`src/common/timer_pkg.sv`:
```
package timer_pkg;

    localparam int ADDR_W = 8;
    localparam int DATA_W = 8;
    localparam int COUNT_W = 16;
    localparam int TIMERS = 2;

    localparam logic [7:0] ADDR_RUN_CONTROL     = 8'h0e;
    localparam logic [7:0] ADDR_T0_CONFIG       = 8'h0f;
    localparam logic [7:0] ADDR_T0_RELOAD_HIGH  = 8'h10;
    localparam logic [7:0] ADDR_T0_RELOAD_LOW   = 8'h11;
    localparam logic [7:0] ADDR_T0_COUNT_HIGH   = 8'h12;
    localparam logic [7:0] ADDR_T0_COUNT_LOW    = 8'h13;
    localparam logic [7:0] ADDR_T1_CONFIG       = 8'h14;
    localparam logic [7:0] ADDR_T1_RELOAD_HIGH  = 8'h15;
    localparam logic [7:0] ADDR_T1_RELOAD_LOW   = 8'h16;
    localparam logic [7:0] ADDR_IRQ_STATUS      = 8'h20;
    localparam logic [7:0] ADDR_IRQ_MASK        = 8'h21;

    localparam int RUN_FLAG_LSB = 4;
    localparam int RUN_MASK_LSB = 0;
    localparam int IRQ_T0_BIT = 0;
    localparam int IRQ_T1_BIT = 1;

    localparam logic [7:0] RELOAD_RESET = 8'h00;
    localparam logic [7:0] CONFIG_RESET = 8'h00;
    localparam logic [1:0] IRQ_RESET    = 2'h0;

    // carrier tick made by a fractional accumulator: exact on average
    localparam int SYS_CLOCK_HZ  = 100_000_000;
    localparam int CARRIER_HZ    = 13_560_000;
    localparam int SLOW_TICK_HZ  = 211_875;
    localparam int ACC_SCALE     = 10_000;
    localparam logic [13:0] CARRIER_STEP = 14'(CARRIER_HZ / ACC_SCALE);
    localparam logic [13:0] ACC_MODULUS  = 14'(SYS_CLOCK_HZ / ACC_SCALE);
    localparam logic [5:0]  SLOW_DIV_LAST =
        6'(CARRIER_HZ / SLOW_TICK_HZ - 1);

    typedef enum logic [1:0] {
        START_NONE    = 2'b00,
        START_TX_END  = 2'b01,
        START_TRIM    = 2'b10,
        START_TRIM_UF = 2'b11
    } start_mode_t;

    typedef enum logic [1:0] {
        CLK_CARRIER = 2'b00,
        CLK_SLOW    = 2'b01,
        CLK_CASC_A  = 2'b10,
        CLK_CASC_B  = 2'b11
    } clk_sel_t;

    typedef struct packed {
        logic        receive_stop;
        logic        reserved6;
        start_mode_t start_mode;
        logic        auto_reload;
        logic        reserved2;
        clk_sel_t    clock_select;
    } timer_cfg_t;

    typedef struct packed {
        logic tx_end;
        logic rx_first_bits;
        logic lfo_edge;
        logic timer2_underflow;
    } timer_events_t;

    typedef struct packed {
        logic [COUNT_W-1:0] count;
        logic               running;
        logic               underflow;
    } chan_state_t;

    typedef struct packed {
        logic [13:0]       phase_acc;
        logic [5:0]        slow_div;
        logic              carrier_tick;
        logic              slow_tick;
        timer_cfg_t        t0_cfg;
        timer_cfg_t        t1_cfg;
        logic [7:0]        t0_reload_high;
        logic [7:0]        t0_reload_low;
        logic [7:0]        t1_reload_high;
        logic [7:0]        t1_reload_low;
        logic [TIMERS-1:0] irq_status;
        logic [TIMERS-1:0] irq_mask;
        logic [7:0]        rdata;
    } top_state_t;

endpackage : timer_pkg

```
`src/logic/cascadable_reload_timers.sv`:
```
// Local design decision: the address-and-strobe port.
`timescale 1ns/10ps
//Contract
// RULE1: timer0 start loads both reload bytes
// RULE2: reload writes wait for next start; the code also loads them at an auto-reload underflow
// RULE3: timer1 start loads both reload bytes
// RULE4: host avoids count reads during reception
// RULE5: receive-stop halts timer1 after four bits
// RULE6: trimming mode disables receive-stop
// RULE7: mode 00 manual, 01 starts at tx end
// RULE8: modes 10/11 trim on lfo edges
// RULE9: auto-reload restarts count at zero
// RULE10: no auto-reload stops at zero
// RULE11: timer1 underflow sets its flag
// RULE12: clock 00 carrier, 01 slow tick
// RULE13: timer1 cascades timer0 or timer2 underflow
// RULE14: timer1 config bit layout, reserved zero
// RULE15: running timer decrements once per tick
// RULE16: running bits change only with mask
// RULE17: timer0 cascade sources are timer2, timer1
// RULE18: timer0 high byte is upper count
module cascadable_reload_timers (
    input  wire logic                         i_clock,
    input  wire logic                         i_rst,
    input  wire logic [timer_pkg::ADDR_W-1:0] i_addr,
    input  wire logic [timer_pkg::DATA_W-1:0] i_wdata,
    input  wire logic                         i_write,
    input  wire logic                         i_read,
    input  wire timer_pkg::timer_events_t     i_events,
    output logic      [timer_pkg::DATA_W-1:0] o_rdata,
    output logic                              o_irq,
    output logic                              o_timer0_underflow,
    output logic                              o_timer1_underflow,
    output logic      [timer_pkg::TIMERS-1:0] o_timer_running
);
    import timer_pkg::*;

    top_state_t state_reg;
    top_state_t state_next;

    logic [COUNT_W-1:0] t0_count;
    logic [COUNT_W-1:0] t1_count;
    logic               t0_running;
    logic               t1_running;
    logic               t0_underflow;
    logic               t1_underflow;
    logic               t0_tick;
    logic               t1_tick;
    logic               t0_start;
    logic               t1_start;
    logic               t0_stop;
    logic               t1_stop;
    logic               run_write;

    function automatic logic is_trim(input timer_cfg_t cfg);
        is_trim = (cfg.start_mode == START_TRIM) ||
                  (cfg.start_mode == START_TRIM_UF);
    endfunction : is_trim

    // cascade sources differ per timer, so they come in as arguments
    function automatic logic pick_tick(
        input timer_cfg_t cfg,
        input logic       carrier,
        input logic       slow,
        input logic       casc_a,
        input logic       casc_b
    );
        case (cfg.clock_select)
            CLK_CARRIER: pick_tick = carrier;
            CLK_SLOW:    pick_tick = slow;
            CLK_CASC_A:  pick_tick = casc_a;
            CLK_CASC_B:  pick_tick = casc_b;
            default:     pick_tick = 1'b0;
        endcase
    endfunction : pick_tick

    function automatic logic auto_start(
        input timer_cfg_t    cfg,
        input logic          running,
        input timer_events_t ev
    );
        case (cfg.start_mode)
            START_NONE:    auto_start = 1'b0;  // see RULE7
            START_TX_END:  auto_start = ev.tx_end;  // see RULE7
            START_TRIM:    auto_start = ev.lfo_edge && !running;  // see RULE8
            START_TRIM_UF: auto_start = ev.lfo_edge && !running;
            default:       auto_start = 1'b0;
        endcase
    endfunction : auto_start

    function automatic logic auto_stop(
        input timer_cfg_t    cfg,
        input logic          running,
        input timer_events_t ev
    );
        if (is_trim(cfg)) begin
            auto_stop = ev.lfo_edge && running;
        end else begin
            auto_stop = cfg.receive_stop && ev.rx_first_bits;
        end
    endfunction : auto_stop

    function automatic timer_cfg_t cfg_from_bus(input logic [7:0] data);
        timer_cfg_t cfg;
        cfg = timer_cfg_t'(data);
        cfg.reserved6 = 1'b0;  // see RULE14
        cfg.reserved2 = 1'b0;  // see RULE14
        return cfg;
    endfunction : cfg_from_bus

    // readback masks reserved bits again, whatever the state holds
    function automatic logic [7:0] cfg_to_bus(input timer_cfg_t cfg);
        timer_cfg_t clean;
        clean           = cfg;
        clean.reserved6 = 1'b0;  // see RULE14
        clean.reserved2 = 1'b0;  // see RULE14
        return clean;
    endfunction : cfg_to_bus

    // trimming without underflow stops silently at zero
    function automatic logic parks_at_zero(input timer_cfg_t cfg);
        parks_at_zero = (cfg.start_mode == START_TRIM);  // see RULE8
    endfunction : parks_at_zero

    // high byte on top; both bytes are taken at a start or an auto-reload
    function automatic logic [COUNT_W-1:0] reload_word(
        input logic [7:0] high,
        input logic [7:0] low
    );
        reload_word = {high, low};  // see RULE18
    endfunction : reload_word

    assign run_write = i_write && (i_addr == ADDR_RUN_CONTROL);

    // a masked software write counts as a start or stop event
    always_comb begin
        t0_start = auto_start(state_reg.t0_cfg, t0_running, i_events);
        t1_start = auto_start(state_reg.t1_cfg, t1_running, i_events);
        t0_stop  = auto_stop(state_reg.t0_cfg, t0_running, i_events);
        // receive-stop ignored while trimming, see RULE5 see RULE6
        t1_stop  = auto_stop(state_reg.t1_cfg, t1_running, i_events);
        if (run_write && i_wdata[RUN_MASK_LSB]) begin  // see RULE16
            t0_start = i_wdata[RUN_FLAG_LSB];
            t0_stop  = !i_wdata[RUN_FLAG_LSB];
        end
        if (run_write && i_wdata[RUN_MASK_LSB + 1]) begin  // see RULE16
            t1_start = i_wdata[RUN_FLAG_LSB + 1];
            t1_stop  = !i_wdata[RUN_FLAG_LSB + 1];
        end
    end

    // see RULE17
    assign t0_tick = pick_tick(state_reg.t0_cfg,
                               state_reg.carrier_tick,
                               state_reg.slow_tick,
                               i_events.timer2_underflow,
                               t1_underflow);

    // see RULE12 see RULE13
    assign t1_tick = pick_tick(state_reg.t1_cfg,
                               state_reg.carrier_tick,
                               state_reg.slow_tick,
                               t0_underflow,
                               i_events.timer2_underflow);

    // reload registers feed the channel on its start or auto-reload, see RULE2
    timer_channel u_timer0 (
        .i_clock        (i_clock),
        .i_rst          (i_rst),
        .i_tick         (t0_tick),
        .i_start        (t0_start),
        .i_stop         (t0_stop),
        .i_reload       (reload_word(state_reg.t0_reload_high,
                                     state_reg.t0_reload_low)),
        .i_auto_reload  (state_reg.t0_cfg.auto_reload),
        .i_hold_at_zero (parks_at_zero(state_reg.t0_cfg)),
        .o_count        (t0_count),
        .o_running      (t0_running),
        .o_underflow    (t0_underflow)
    );

    timer_channel u_timer1 (
        .i_clock        (i_clock),
        .i_rst          (i_rst),
        .i_tick         (t1_tick),
        .i_start        (t1_start),
        .i_stop         (t1_stop),
        .i_reload       (reload_word(state_reg.t1_reload_high,
                                     state_reg.t1_reload_low)),
        .i_auto_reload  (state_reg.t1_cfg.auto_reload),
        .i_hold_at_zero (parks_at_zero(state_reg.t1_cfg)),
        .o_count        (t1_count),
        .o_running      (t1_running),
        .o_underflow    (t1_underflow)
    );

    always_comb begin
        logic [TIMERS-1:0] irq_set;
        logic [TIMERS-1:0] irq_clear;
        logic [14:0]       acc_sum;
        irq_set   = '0;
        irq_clear = '0;
        acc_sum   = '0;
        state_next = state_reg;

        // carrier tick jitters by one system cycle; average is exact
        acc_sum = {1'b0, state_reg.phase_acc} + {1'b0, CARRIER_STEP};
        state_next.carrier_tick = 1'b0;
        state_next.slow_tick    = 1'b0;
        if (acc_sum >= {1'b0, ACC_MODULUS}) begin
            state_next.phase_acc    = 14'(acc_sum - {1'b0, ACC_MODULUS});
            state_next.carrier_tick = 1'b1;
            if (state_reg.slow_div == SLOW_DIV_LAST) begin
                state_next.slow_div  = '0;
                state_next.slow_tick = 1'b1;
            end else begin
                state_next.slow_div = state_reg.slow_div + 6'h01;
            end
        end else begin
            state_next.phase_acc = 14'(acc_sum);
        end

        if (i_write) begin
            case (i_addr)
                ADDR_T0_CONFIG: begin
                    state_next.t0_cfg = cfg_from_bus(i_wdata);
                end
                ADDR_T0_RELOAD_HIGH: begin
                    state_next.t0_reload_high = i_wdata;
                end
                ADDR_T0_RELOAD_LOW: begin
                    state_next.t0_reload_low = i_wdata;
                end
                ADDR_T1_CONFIG: begin
                    state_next.t1_cfg = cfg_from_bus(i_wdata);
                end
                ADDR_T1_RELOAD_HIGH: begin
                    state_next.t1_reload_high = i_wdata;
                end
                ADDR_T1_RELOAD_LOW: begin
                    state_next.t1_reload_low = i_wdata;
                end
                ADDR_IRQ_MASK: begin
                    state_next.irq_mask = i_wdata[TIMERS-1:0];
                end
                default: begin
                    state_next.irq_mask = state_reg.irq_mask;
                end
            endcase
        end

        state_next.rdata = 8'h00;
        if (i_read) begin
            case (i_addr)
                ADDR_RUN_CONTROL: begin
                    state_next.rdata = {2'b00, t1_running, t0_running,
                                        4'h0};
                end
                ADDR_T0_CONFIG: begin
                    state_next.rdata = cfg_to_bus(state_reg.t0_cfg);
                end
                ADDR_T0_RELOAD_HIGH: begin
                    state_next.rdata = state_reg.t0_reload_high;
                end
                ADDR_T0_RELOAD_LOW: begin
                    state_next.rdata = state_reg.t0_reload_low;
                end
                // live count, no snapshot: see RULE4
                ADDR_T0_COUNT_HIGH: begin
                    state_next.rdata = t0_count[15:8];
                end
                ADDR_T0_COUNT_LOW: begin
                    state_next.rdata = t0_count[7:0];
                end
                ADDR_T1_CONFIG: begin
                    state_next.rdata = cfg_to_bus(state_reg.t1_cfg);
                end
                ADDR_T1_RELOAD_HIGH: begin
                    state_next.rdata = state_reg.t1_reload_high;
                end
                ADDR_T1_RELOAD_LOW: begin
                    state_next.rdata = state_reg.t1_reload_low;
                end
                ADDR_IRQ_STATUS: begin
                    state_next.rdata = {6'h00, state_reg.irq_status};
                    irq_clear = '1;
                end
                ADDR_IRQ_MASK: begin
                    state_next.rdata = {6'h00, state_reg.irq_mask};
                end
                default: begin
                    state_next.rdata = 8'h00;
                end
            endcase
        end

        irq_set[IRQ_T0_BIT] = t0_underflow;
        irq_set[IRQ_T1_BIT] = t1_underflow;  // see RULE11
        // a set in the clearing cycle survives the read
        state_next.irq_status = (state_reg.irq_status & ~irq_clear) |
                                irq_set;
    end

    always_ff @(posedge i_clock or posedge i_rst) begin
        if (i_rst) begin
            state_reg.phase_acc      <= '0;
            state_reg.slow_div       <= '0;
            state_reg.carrier_tick   <= 1'b0;
            state_reg.slow_tick      <= 1'b0;
            state_reg.t0_cfg         <= timer_cfg_t'(CONFIG_RESET);
            state_reg.t1_cfg         <= timer_cfg_t'(CONFIG_RESET);
            state_reg.t0_reload_high <= RELOAD_RESET;
            state_reg.t0_reload_low  <= RELOAD_RESET;
            state_reg.t1_reload_high <= RELOAD_RESET;
            state_reg.t1_reload_low  <= RELOAD_RESET;
            state_reg.irq_status     <= IRQ_RESET;
            state_reg.irq_mask       <= IRQ_RESET;
            state_reg.rdata          <= 8'h00;
        end else begin
            state_reg <= state_next;
        end
    end

    assign o_rdata            = state_reg.rdata;
    assign o_irq              = |(state_reg.irq_status & state_reg.irq_mask);
    assign o_timer0_underflow = t0_underflow;
    assign o_timer1_underflow = t1_underflow;
    assign o_timer_running    = {t1_running, t0_running};

endmodule : cascadable_reload_timers

```
`src/logic/timer_channel.sv`:
```
`timescale 1ns/10ps
module timer_channel (
    input  wire logic                          i_clock,
    input  wire logic                          i_rst,
    input  wire logic                          i_tick,
    input  wire logic                          i_start,
    input  wire logic                          i_stop,
    input  wire logic [timer_pkg::COUNT_W-1:0] i_reload,
    input  wire logic                          i_auto_reload,
    input  wire logic                          i_hold_at_zero,
    output logic      [timer_pkg::COUNT_W-1:0] o_count,
    output logic                               o_running,
    output logic                               o_underflow
);
    import timer_pkg::*;

    chan_state_t state_reg;
    chan_state_t state_next;

    always_comb begin
        state_next = state_reg;
        state_next.underflow = 1'b0;
        if (i_stop) begin
            state_next.running = 1'b0;
        end else if (i_start) begin
            state_next.count   = i_reload;  // see RULE1 see RULE3 see RULE18
            state_next.running = 1'b1;
        end else if (state_reg.running && i_tick) begin
            if (state_reg.count == '0) begin
                if (i_hold_at_zero) begin
                    // trimming without underflow parks at zero silently
                    state_next.running = 1'b0;  // see RULE8
                end else begin
                    state_next.underflow = 1'b1;
                    if (i_auto_reload) begin
                        state_next.count = i_reload;  // see RULE9
                    end else begin
                        state_next.running = 1'b0;  // see RULE10
                    end
                end
            end else begin
                state_next.count = state_reg.count - 16'h0001;  // see RULE15
            end
        end
    end

    always_ff @(posedge i_clock or posedge i_rst) begin
        if (i_rst) begin
            state_reg <= '0;
        end else begin
            state_reg <= state_next;
        end
    end

    assign o_count     = state_reg.count;
    assign o_running   = state_reg.running;
    // registered pulse also breaks the loop between cascaded timers
    assign o_underflow = state_reg.underflow;

endmodule : timer_channel

```
`config.mk`:
```
export PLATFORM = sky130hd
export DESIGN_NAME = cascadable_reload_timers
export DESIGN_NICKNAME = d
export VERILOG_FILES = /design/src/common/timer_pkg.sv /design/src/logic/cascadable_reload_timers.sv /design/src/logic/timer_channel.sv
export SDC_FILE = /design/constraint.sdc
export NUM_CORES = 1
export LEC_CHECK = 0
export ABC_AREA = 1
export BUFFER_PORTS_ARGS = -buffer_cell sky130_fd_sc_hd__buf_4
export CAP_MARGIN = 20
export CELL_PAD_IN_SITES_DETAIL_PLACEMENT = 2
export CELL_PAD_IN_SITES_GLOBAL_PLACEMENT = 2
export CORE_ASPECT_RATIO = 1.1
export CORE_MARGIN = 4
export CORE_UTILIZATION = 35
export CTS_CLUSTER_SIZE = 40
export DETAILED_ROUTE_END_ITERATION = 16
export PLACE_DENSITY_LB_ADDON = 0.1
export SETUP_SLACK_MARGIN = 0.5
export SLEW_MARGIN = 20
export SYNTH_ARGS = -nofsm -noshare
export SYNTH_HDL_FRONTEND = slang
export SYNTH_HIERARCHICAL = 1
export SYNTH_SLANG_ARGS = --single-unit
```
`constraint.sdc`:
```
create_clock -name i_clock -period 3.39 [get_ports i_clock]
set_clock_uncertainty 0.2 [all_clocks]
set_input_delay 0.5085 -clock i_clock [delete_from_list [all_inputs] [get_ports i_clock]]
set_output_delay 0.5085 -clock i_clock [all_outputs]
set_load 0.005 [all_outputs]
```
After elaboration in Yosys (flattened, before gate mapping)
Index checks and enable logic that the tools add are counted.
W data, S select, Z words.
{"block": "op_classes", "bitwise": 6, "n_addsub": 5, "reduce_logical": 43, "eq_ne": 30, "muxes": 42, "magnitude_cmp": 1}
{"operator": "$mux W16", "n": 6}
{"operator": "$pmux W8 S11", "n": 1}
{"operator": "$eq A8 B5 Y1 const B", "n": 7}
{"operator": "$mux W18", "n": 2}
{"operator": "$mux W17", "n": 2}
{"operator": "$logic_not A16 Y1", "n": 2}
{"operator": "$sub A16 B1 Y16 const B", "n": 2}
{"operator": "$mux W1", "n": 19}
{"operator": "$eq A2 B2 Y1 const B", "n": 8}
{"operator": "$eq A8 B4 Y1 const B", "n": 2}
{"operator": "$eq A8 B6 Y1 const B", "n": 2}
{"operator": "$add A14 B11 Y15 const B", "n": 1}
{"operator": "$ge A15 B14 Y1 const B", "n": 1}
{"operator": "$mux W14", "n": 1}
{"operator": "$reduce_and A2 Y1", "n": 7}
{"operator": "$sub A14 B14 Y14 const B", "n": 1}
{"operator": "$ne A3 B3 Y1 const B", "n": 4}
{"operator": "$reduce_bool A3 Y1", "n": 4}
{"operator": "$logic_and A1 B1 Y1", "n": 11}
{"operator": "$mux W2", "n": 5}
{"operator": "$eq A2 B1 Y1 const B", "n": 4}
{"operator": "$logic_not A2 Y1", "n": 4}
{"operator": "$mux W8", "n": 1}
{"operator": "$ne A4 B1 Y1 const B", "n": 2}
{"operator": "other kinds (15)", "n": 28}
{"block": "totals", "reg_bits": 114, "input_bits": 24, "elab_cells": 152, "output_inout_bits": 13}

Logic depth before layout (Yosys ltp)
Gate-level depths: netlist (run 1).
{"block": "depth", "depth_word": 6, "mapped_depth": 17, "ltp_nobuf": 16}

Modules after synthesis
Netlist (run 1), hierarchy kept.
{"mod": "cascadable_reload_timers", "seq_area_each_um2": 1901.8, "n_inst": 1, "cells_per_inst": 562, "area_each_um2": 4320.4}
{"mod": "timer_channel", "seq_area_each_um2": 450.4, "n_inst": 2, "cells_per_inst": 262, "area_each_um2": 1632.8}

Worst setup path after synthesis (run 1)
No wires, ideal clock.
{"block": "synth_timing", "kind": "input-to-reg", "start": "in i_addr[7] (netlist name)", "end": "reg u_timer0.state_reg (netlist bit u_timer0/o_count[6])", "path_buffers": 2, "setup_time_ps": 117, "required_ps": 3073, "t_arrival_ps": 2328, "stages": 12, "path_slack_ps": 745, "cell_sequence": "nor2_1 > nand2_1 > nor3_1 > nand3_1 > o21ai_0 > buf_2 > a21oi_1 > nor2_2 > nand2_4 > buf_6 > nor2_1 > nor2_1"}
{"block": "synth_between", "elab_chain_cells": 6, "elab_cells_between_ends": 11, "classes_between": "3 x eq/ne; 3 x mux; 1 x bitwise; 4 x reduce/logical"}
{"item": "start, declared", "line": "cascadable_reload_timers.sv:25", "text": "input wire logic [timer_pkg::ADDR_W-1:0] i_addr,"}
{"item": "$eq A8 B4 Y1 *", "line": "cascadable_reload_timers.sv:133", "text": "assign run_write = i_write && (i_addr == ADDR_RUN_CONTROL);"}
{"item": "$logic_and A1 B1 Y1 *", "line": "cascadable_reload_timers.sv:133"}
{"item": "$logic_and A1 B1 Y1 *", "line": "cascadable_reload_timers.sv:142", "text": "if (run_write && i_wdata[RUN_MASK_LSB]) begin"}
{"item": "$mux W1 *", "line": "cascadable_reload_timers.sv:142"}
{"item": "net t0_start", "line": "cascadable_reload_timers.sv:49", "text": "logic t0_start;"}
{"item": "$ne A3 B3 Y1 (no source line) / $reduce_bool A2 Y1 (equally long branches)"}
{"item": "$reduce_and A4 Y1 (no source line)"}
{"item": "end signal, assigned", "line": "timer_channel.sv:51", "text": "state_reg <= state_next;"}
{"item": "end, declared", "line": "timer_channel.sv:17", "text": "chan_state_t state_reg;"}
Mark *: on every way through the listed nets, which the timed path passes. The rest lies on a longest branch.
A chain may end at the register's enable or synchronous reset.

Worst setup path after layout (run 1)
{"block": "layout_timing", "start": "in i_addr[7] (netlist name)", "end": "reg u_timer0.state_reg (netlist bit u_timer0/o_count[4])"}
Same word-level chain as after synthesis.

==> impl_metrics.ini, run 1 <==
[sta]
fmax_mhz = 376
finalHoldViolations = 9
finalSetupViolations = 0
min_period_over_period_pct = 78.5
tns_ns = 0
rsz0062_at_grt = false
post-route-min-period_ns = 2.66
slew_headroom_pct = 43.8
worst_hold_slack_ns = -0.00834
worstMarginPinSlew_ns = 0.840
drv_slew = 0

[cts]
cts.sinks = 112
clk_pin_slew_ns = 0.08
ctsHoldBuffers = 0
cts_max_level = 3
cts_tree = yes
cts_buffers = 9
clk_latency_ns = 0.36
root_buffer = clkbuf_16
cts_buffer_depth = 2

[critical_path]
arrival_ns = 2.72
critical_path_class = input pin to register
critPathMaxFanout = 18
setup.worst_path.start_class = input pin
endpoint_kind = register
cp_data_required_time_ns = 3.45

[grt]
grt_pass1_wl_mm = 43.4
grt_usage_pct = 23.1
overflow = 0
grt_pass1_vias = 7635
grt_antenna_before_repair = 0
grt_max_degree = 29

[run]
cap_violations = 0

[yosys]
synthesis.instances = 1086
yosysWarningCount = 6
syn_avg_cell_area_um2 = 6.99
ys_ff_latch = 112
ys_seq_area_share_pct = 36.9
synth_edf_count = 0
synth.largest_area_cell = dfrtp_1
synth-async-reset-ratio_pct = 100
ys_types = 44
synth_flop_cell = dfrtp_1
synth_nets = 1119
syn_area_um2 = 7590
synth_area_leaders = dfrtp_1 (37%), nand2_1 (14%), inv_1 (6.7%), nand3_1 (6.5%), nor2_1 (6.1%)
yosys.area.top_type_share_pct = 36.9

[layout]
syn2layout_area_growth_pct = 11.2
fin_util_pct = 39.6
layoutNonFillerInstCount = 1410
diodes = 0
drive_above_1_share_pct = 14.5
layout_common_cells = nand2_1 (293), inv_1 (134), nor2_1 (124), dfrtp_1 (112), nand3_1 (98)
largest_register_ffs = 68
final_nets = 1149
final_common_cell = nand2_1

[drt]
vias = 7219
ant_nets = 0
dr.pass1.iters = 4
wl_per_cell_um = 19.2
drt-initial-drc-count = 321
drcViolationCount = 0
vias_per_cell = 5.12
wirelength_mm = 27.0

[die]
start_util_pct = 35.6
ios = 37
core_um2 = 21300
num_rows = 56
design.die.area_um2 = 24100
die_y_um = 162
die_width_um = 148

[placement]
gp_congestion = 0.817
io_buffers = 36
hpwlAfterDp_mm = 21.0
placed_cells = 1392

[status]
outcome = finished with violations
violations = hold timing

[hold_path]
hold_class = input pin to asynchronous set/reset pin

[pwr]
p_leak_nw = 4.02
power_density_nw_per_um2 = 531
peakVddDrop_uv = 270
-- layout make-up --
class	count	area, um^2
multi-input cells	804	4070
fillers	2641	12900
well taps	290	363
inverters	142	534
flip-flops and latches	112	2800
clock inverters	5	81.3
repair buffers	47	353
clock buffers	10	229
-- metal layers --
metal / global-route usage, % / routed length (um) / vias up
met1: 31.3 / 12500 / 3623
met2: 40.3 / 13600 / 65
met5: 0 / 0 / -
met3: 1.78 / 477 / 27
met4: 5.54 / 420 / 0
li1: - / - / 3504
-- kinds of logic after synthesis --
kind of cell	after synthesis	synth area share, %
AO/OA/AOI/OAI	143	10.9
AND/OR/NAND/NOR	637	38.9
XOR/XNOR	15	1.98
adder cells (fa/ha/maj)	9	1.48
flip-flops	112	36.9
buffers and inverters	170	9.78
-- repair_timing --
action                     in CTS  in global routing
gates resized for setup         1                  3
setup endpoints to repair       9                 18
setup buffers                   0                  3
pin swaps                       0                  2
-- metrics by stage --
stage | cell area [um^2] | hold WS (ns) | worst slack [ns] | total power [mW]
after floorplan | 7590 | 0.242 | 0.743 | 2.81
after global placement | 8070 | 0.271 | 0.204 | 3.29
after detailed placement | 8070 | 0.278 | 0.0653 | 3.35
after CTS | 8390 | 0.0141 | 0.591 | 4.55
after global routing | 8430 | 0.0312 | 0.535 | 4.83
final | 8430 | -0.00834 | 0.728 | 4.48
-- final timing paths --
kind / start / to / slack, ns / cells after the start
min in group i_clock: i_read / o_rdata[0] / 0.18 / 3
setup reg to reg: state_reg[52] / u_timer0/o_count[4] / 0.81 / 10
hold / removal: i_rst / state_reg[67] / -0.008 / 2
max in group asynchronous: i_rst / state_reg[25] / 2.24 / 3
setup / recovery: i_addr[7] / u_timer0/o_count[4] / 0.73 / 14
hold reg to reg: state_reg[70] / state_reg[70] / 0.29 / 1
-- where the power goes --
group	switching (mW)	internal [mW]	total, mW
Sequential	0.483	1.56	2.04
Combinational	0.808	0.462	1.27
Clock	0.520	0.649	1.17
Total	1.81	2.67	4.48
-- critical path, stage by stage --
cell,delay (ns)
buf_4,0.11
nor2_1,0.24
nand2_1,0.16
nor3_4,0.19
nand3_1,0.17
o21ai_0,0.22
buf_4,0.22
nor2_1,0.10
o211ai_4,0.29
nand2_8,0.16
inv_2,0.17
nand2_1,0.07
nand2_1,0.06
inv_1,0.04
-- synth_stat cells, types with 2 or more instances --
library cell,count
o21ai_0,68
nand3_1,98
a21oi_2,2
nor2_2,18
o21ai_1,9
o211ai_4,2
nand4_1,9
a21oi_1,38
a32oi_1,2
o21bai_1,4
dfrtp_1,112
clkbuf_1,9
nor2_1,124
ha_1,9
nand2_1,293
nor2_4,13
nor3_1,8
o32ai_1,3
nand3b_1,13
a22o_1,2
buf_4,11
inv_2,7
inv_1,135
o22ai_1,3
nand2_2,43
a41oi_1,2
buf_2,3
nand2_4,10
nand3_2,3
a211oi_1,2
buf_6,2
xor2_1,14
nor4_1,2
o211ai_1,2
buf_12,2
(Power assumes the default switching activity.)
==> run 2: changes to the inputs <==
- CORE_UTILIZATION: 35 -> 32
- clock period: 3.39 -> 2.2 ns (I/O delays scaled with it)
==> run 2 against run 1 <==
Effect of this change: the flow now finishes without violations; core utilization up 5.5 points; wire length up 18%; critical path depth fell by 1; worst setup slack worse by 0.72 ns; sequential power up 47%; largest cell class unchanged; largest power group is now combinational cells; highest routed layer unchanged.
==> impl_metrics.ini, run 2 (synthesis results as in run 1) <==
[cts]
cts_buffer_depth = 2
root_buffer = clkbuf_16
clk_pin_slew_ns = 0.08
clk_latency_ns = 0.37
cts_buffers = 9
cts.sinks = 112
cts_tree = yes
cts_max_level = 3

[critical_path]
cp_num_buf_inv = 3
endpoint_kind = register
setup.worst_path.start_class = input pin
critical_path_class = input pin to register
critPathTopFamily = simple AND/OR/NAND/NOR gates
cp_data_required_time_ns = 2.26
arrival_ns = 2.25
slowest_delay_ns = 0.29
crit_slowest_cell = o21ai_4
crit_chain = buf_6 -> nor2_4 -> nand2_4 -> nor3_4 -> nand3_2 -> o21ai_4 -> buf_6 -> nor2_4 -> o211ai_4 -> nand2_8 -> buf_12 -> nand2_2 -> o21ai_1
critPathMaxFanout = 8

[sta]
drv_slew = 0
worstMarginPinSlew_ns = 0.468
fmax_mhz = 457
slew_headroom_pct = 68.7
finalSetupViolations = 0
min_period_over_period_pct = 99.6
post-route-min-period_ns = 2.19
tns_ns = 0
rsz0062_at_grt = true
finalHoldViolations = 0

[die]
die_y_um = 169
start_util_pct = 32.9
core_um2 = 23100
num_rows = 58
design.die.area_um2 = 26200
die_width_um = 155
ios = 37

[drt]
wl_per_cell_um = 20.8
drcViolationCount = 0
vias_per_cell = 5.15
wirelength_mm = 32.0
dr.pass1.iters = 6
vias = 7909
ant_nets = 0
drt-initial-drc-count = 377

[layout]
drive_above_1_share_pct = 35.8
diodes = 0
largest_register_ffs = 68
final_nets = 1264
seqCellArea_um2 = 2810
syn2layout_area_growth_pct = 37.2
final_common_cell = nand2_1
fillers = 2682
fin_util_pct = 45.1
layout_common_cells = nand2_1 (264), buf_4 (126), inv_1 (111), dfrtp_1 (110), nand3_1 (79)
multi_input_area_um2 = 4970

[grt]
grt_pass1_wl_mm = 48.9
grt_antenna_before_repair = 0
grt_max_degree = 37
overflow = 0
grt_usage_pct = 23.7
grt_pass1_vias = 8705

[placement]
io_buffers = 36
hpwlAfterDp_mm = 22.4
gp_congestion = 0.811

[run]
cap_violations = 0

[pwr]
peakVddDrop_uv = 341
power_density_nw_per_um2 = 761
p_leak_nw = 4.79

[hold_path]
hold_class = input pin to register

[status]
outcome = completed
## run 2: worst paths after layout
path / end / start / slack [ns] / cells after the start
max in group asynchronous: o_rdata[1] / i_rst / 0.91 / 4
setup / recovery: u_timer0/o_count[3] / i_addr[7] / 0.01 / 13
hold reg to reg: state_reg[9] / state_reg[9] / 0.30 / 2
hold / removal: state_reg[22] / i_wdata[2] / 0.12 / 3
min in group asynchronous: state_reg[66] / i_rst / 0.35 / 3
setup reg to reg: u_timer1/o_count[4] / state_reg[48] / 0.03 / 13
## run 2: cell type report
cell class,instances,area share (%)
multi-input combinational,809,47.8
sequential,112,27.0
timing repair buffer,157,13.2
inverter,142,5.48
tap,300,3.61
clock buffer,11,2.33
clock inverter,5,0.625
## run 2: through the flow
step / cell area, um^2 / hold WS (ns) / cells / setup WS, ns / power [mW]
final: 10400 / 0.117 / 1536 / 0.00955 / 7.92
after detailed placement: 8780 / 0.208 / 1474 / -0.324 / 5.45
after CTS: 9890 / 0.119 / 1525 / 0.0468 / 7.51
after global placement: 8780 / 0.212 / 1474 / -0.255 / 5.36
after floorplan: 7710 / 0.0686 / 1086 / -0.0218 / 4.35
after global routing: 10400 / 0.133 / 1536 / -0.143 / 8.41
## run 2: report_power, final
| group | switching [mW] | internal [mW] | leakage, nW |
|---|---|---|---|
| Sequential | 0.584 | 2.41 | 1.42 |
| Combinational | 1.94 | 1.20 | 3.21 |
| Clock | 0.865 | 0.929 | 0.150 |
| Total | 3.39 | 4.53 | 4.79 |
## run 2: worst register-to-register path, stage by stage, from the launching register on
cell and delay [ns]:
dfrtp_1 0.38, inv_2 0.06, o32ai_2 0.29, nand2_2 0.10
o21ai_4 0.10, buf_6 0.16, nor2_4 0.05, o211ai_4 0.21
buf_12 0.16, nand2_8 0.10, clkinv_8 0.11, nand2_4 0.05
nand2_2 0.07, inv_2 0.03
## run 2: metal layers
metal  global-route usage, %  vias to the layer above  share of wire (%)
li1                        -                     3746                  -
met1                    29.8                     4036                 45
met2                    43.0                       87                 51
met3                    2.68                       40                1.9
met4                    6.72                        0                1.9
met5                       0                        -                  0
## run 2: repair_timing
| item | 4_1_cts | 5_1_grt |
|---|---|---|
| endpoints found under the setup margin | 62 | 91 |
| gates resized for setup | 123 | 126 |
| endpoints found under the hold margin | 52 | 0 |
| hold buffers | 2 | 0 |
| gates cloned | 6 | 0 |
| pin swaps | 60 | 43 |
| buffers inserted | 27 | 11 |
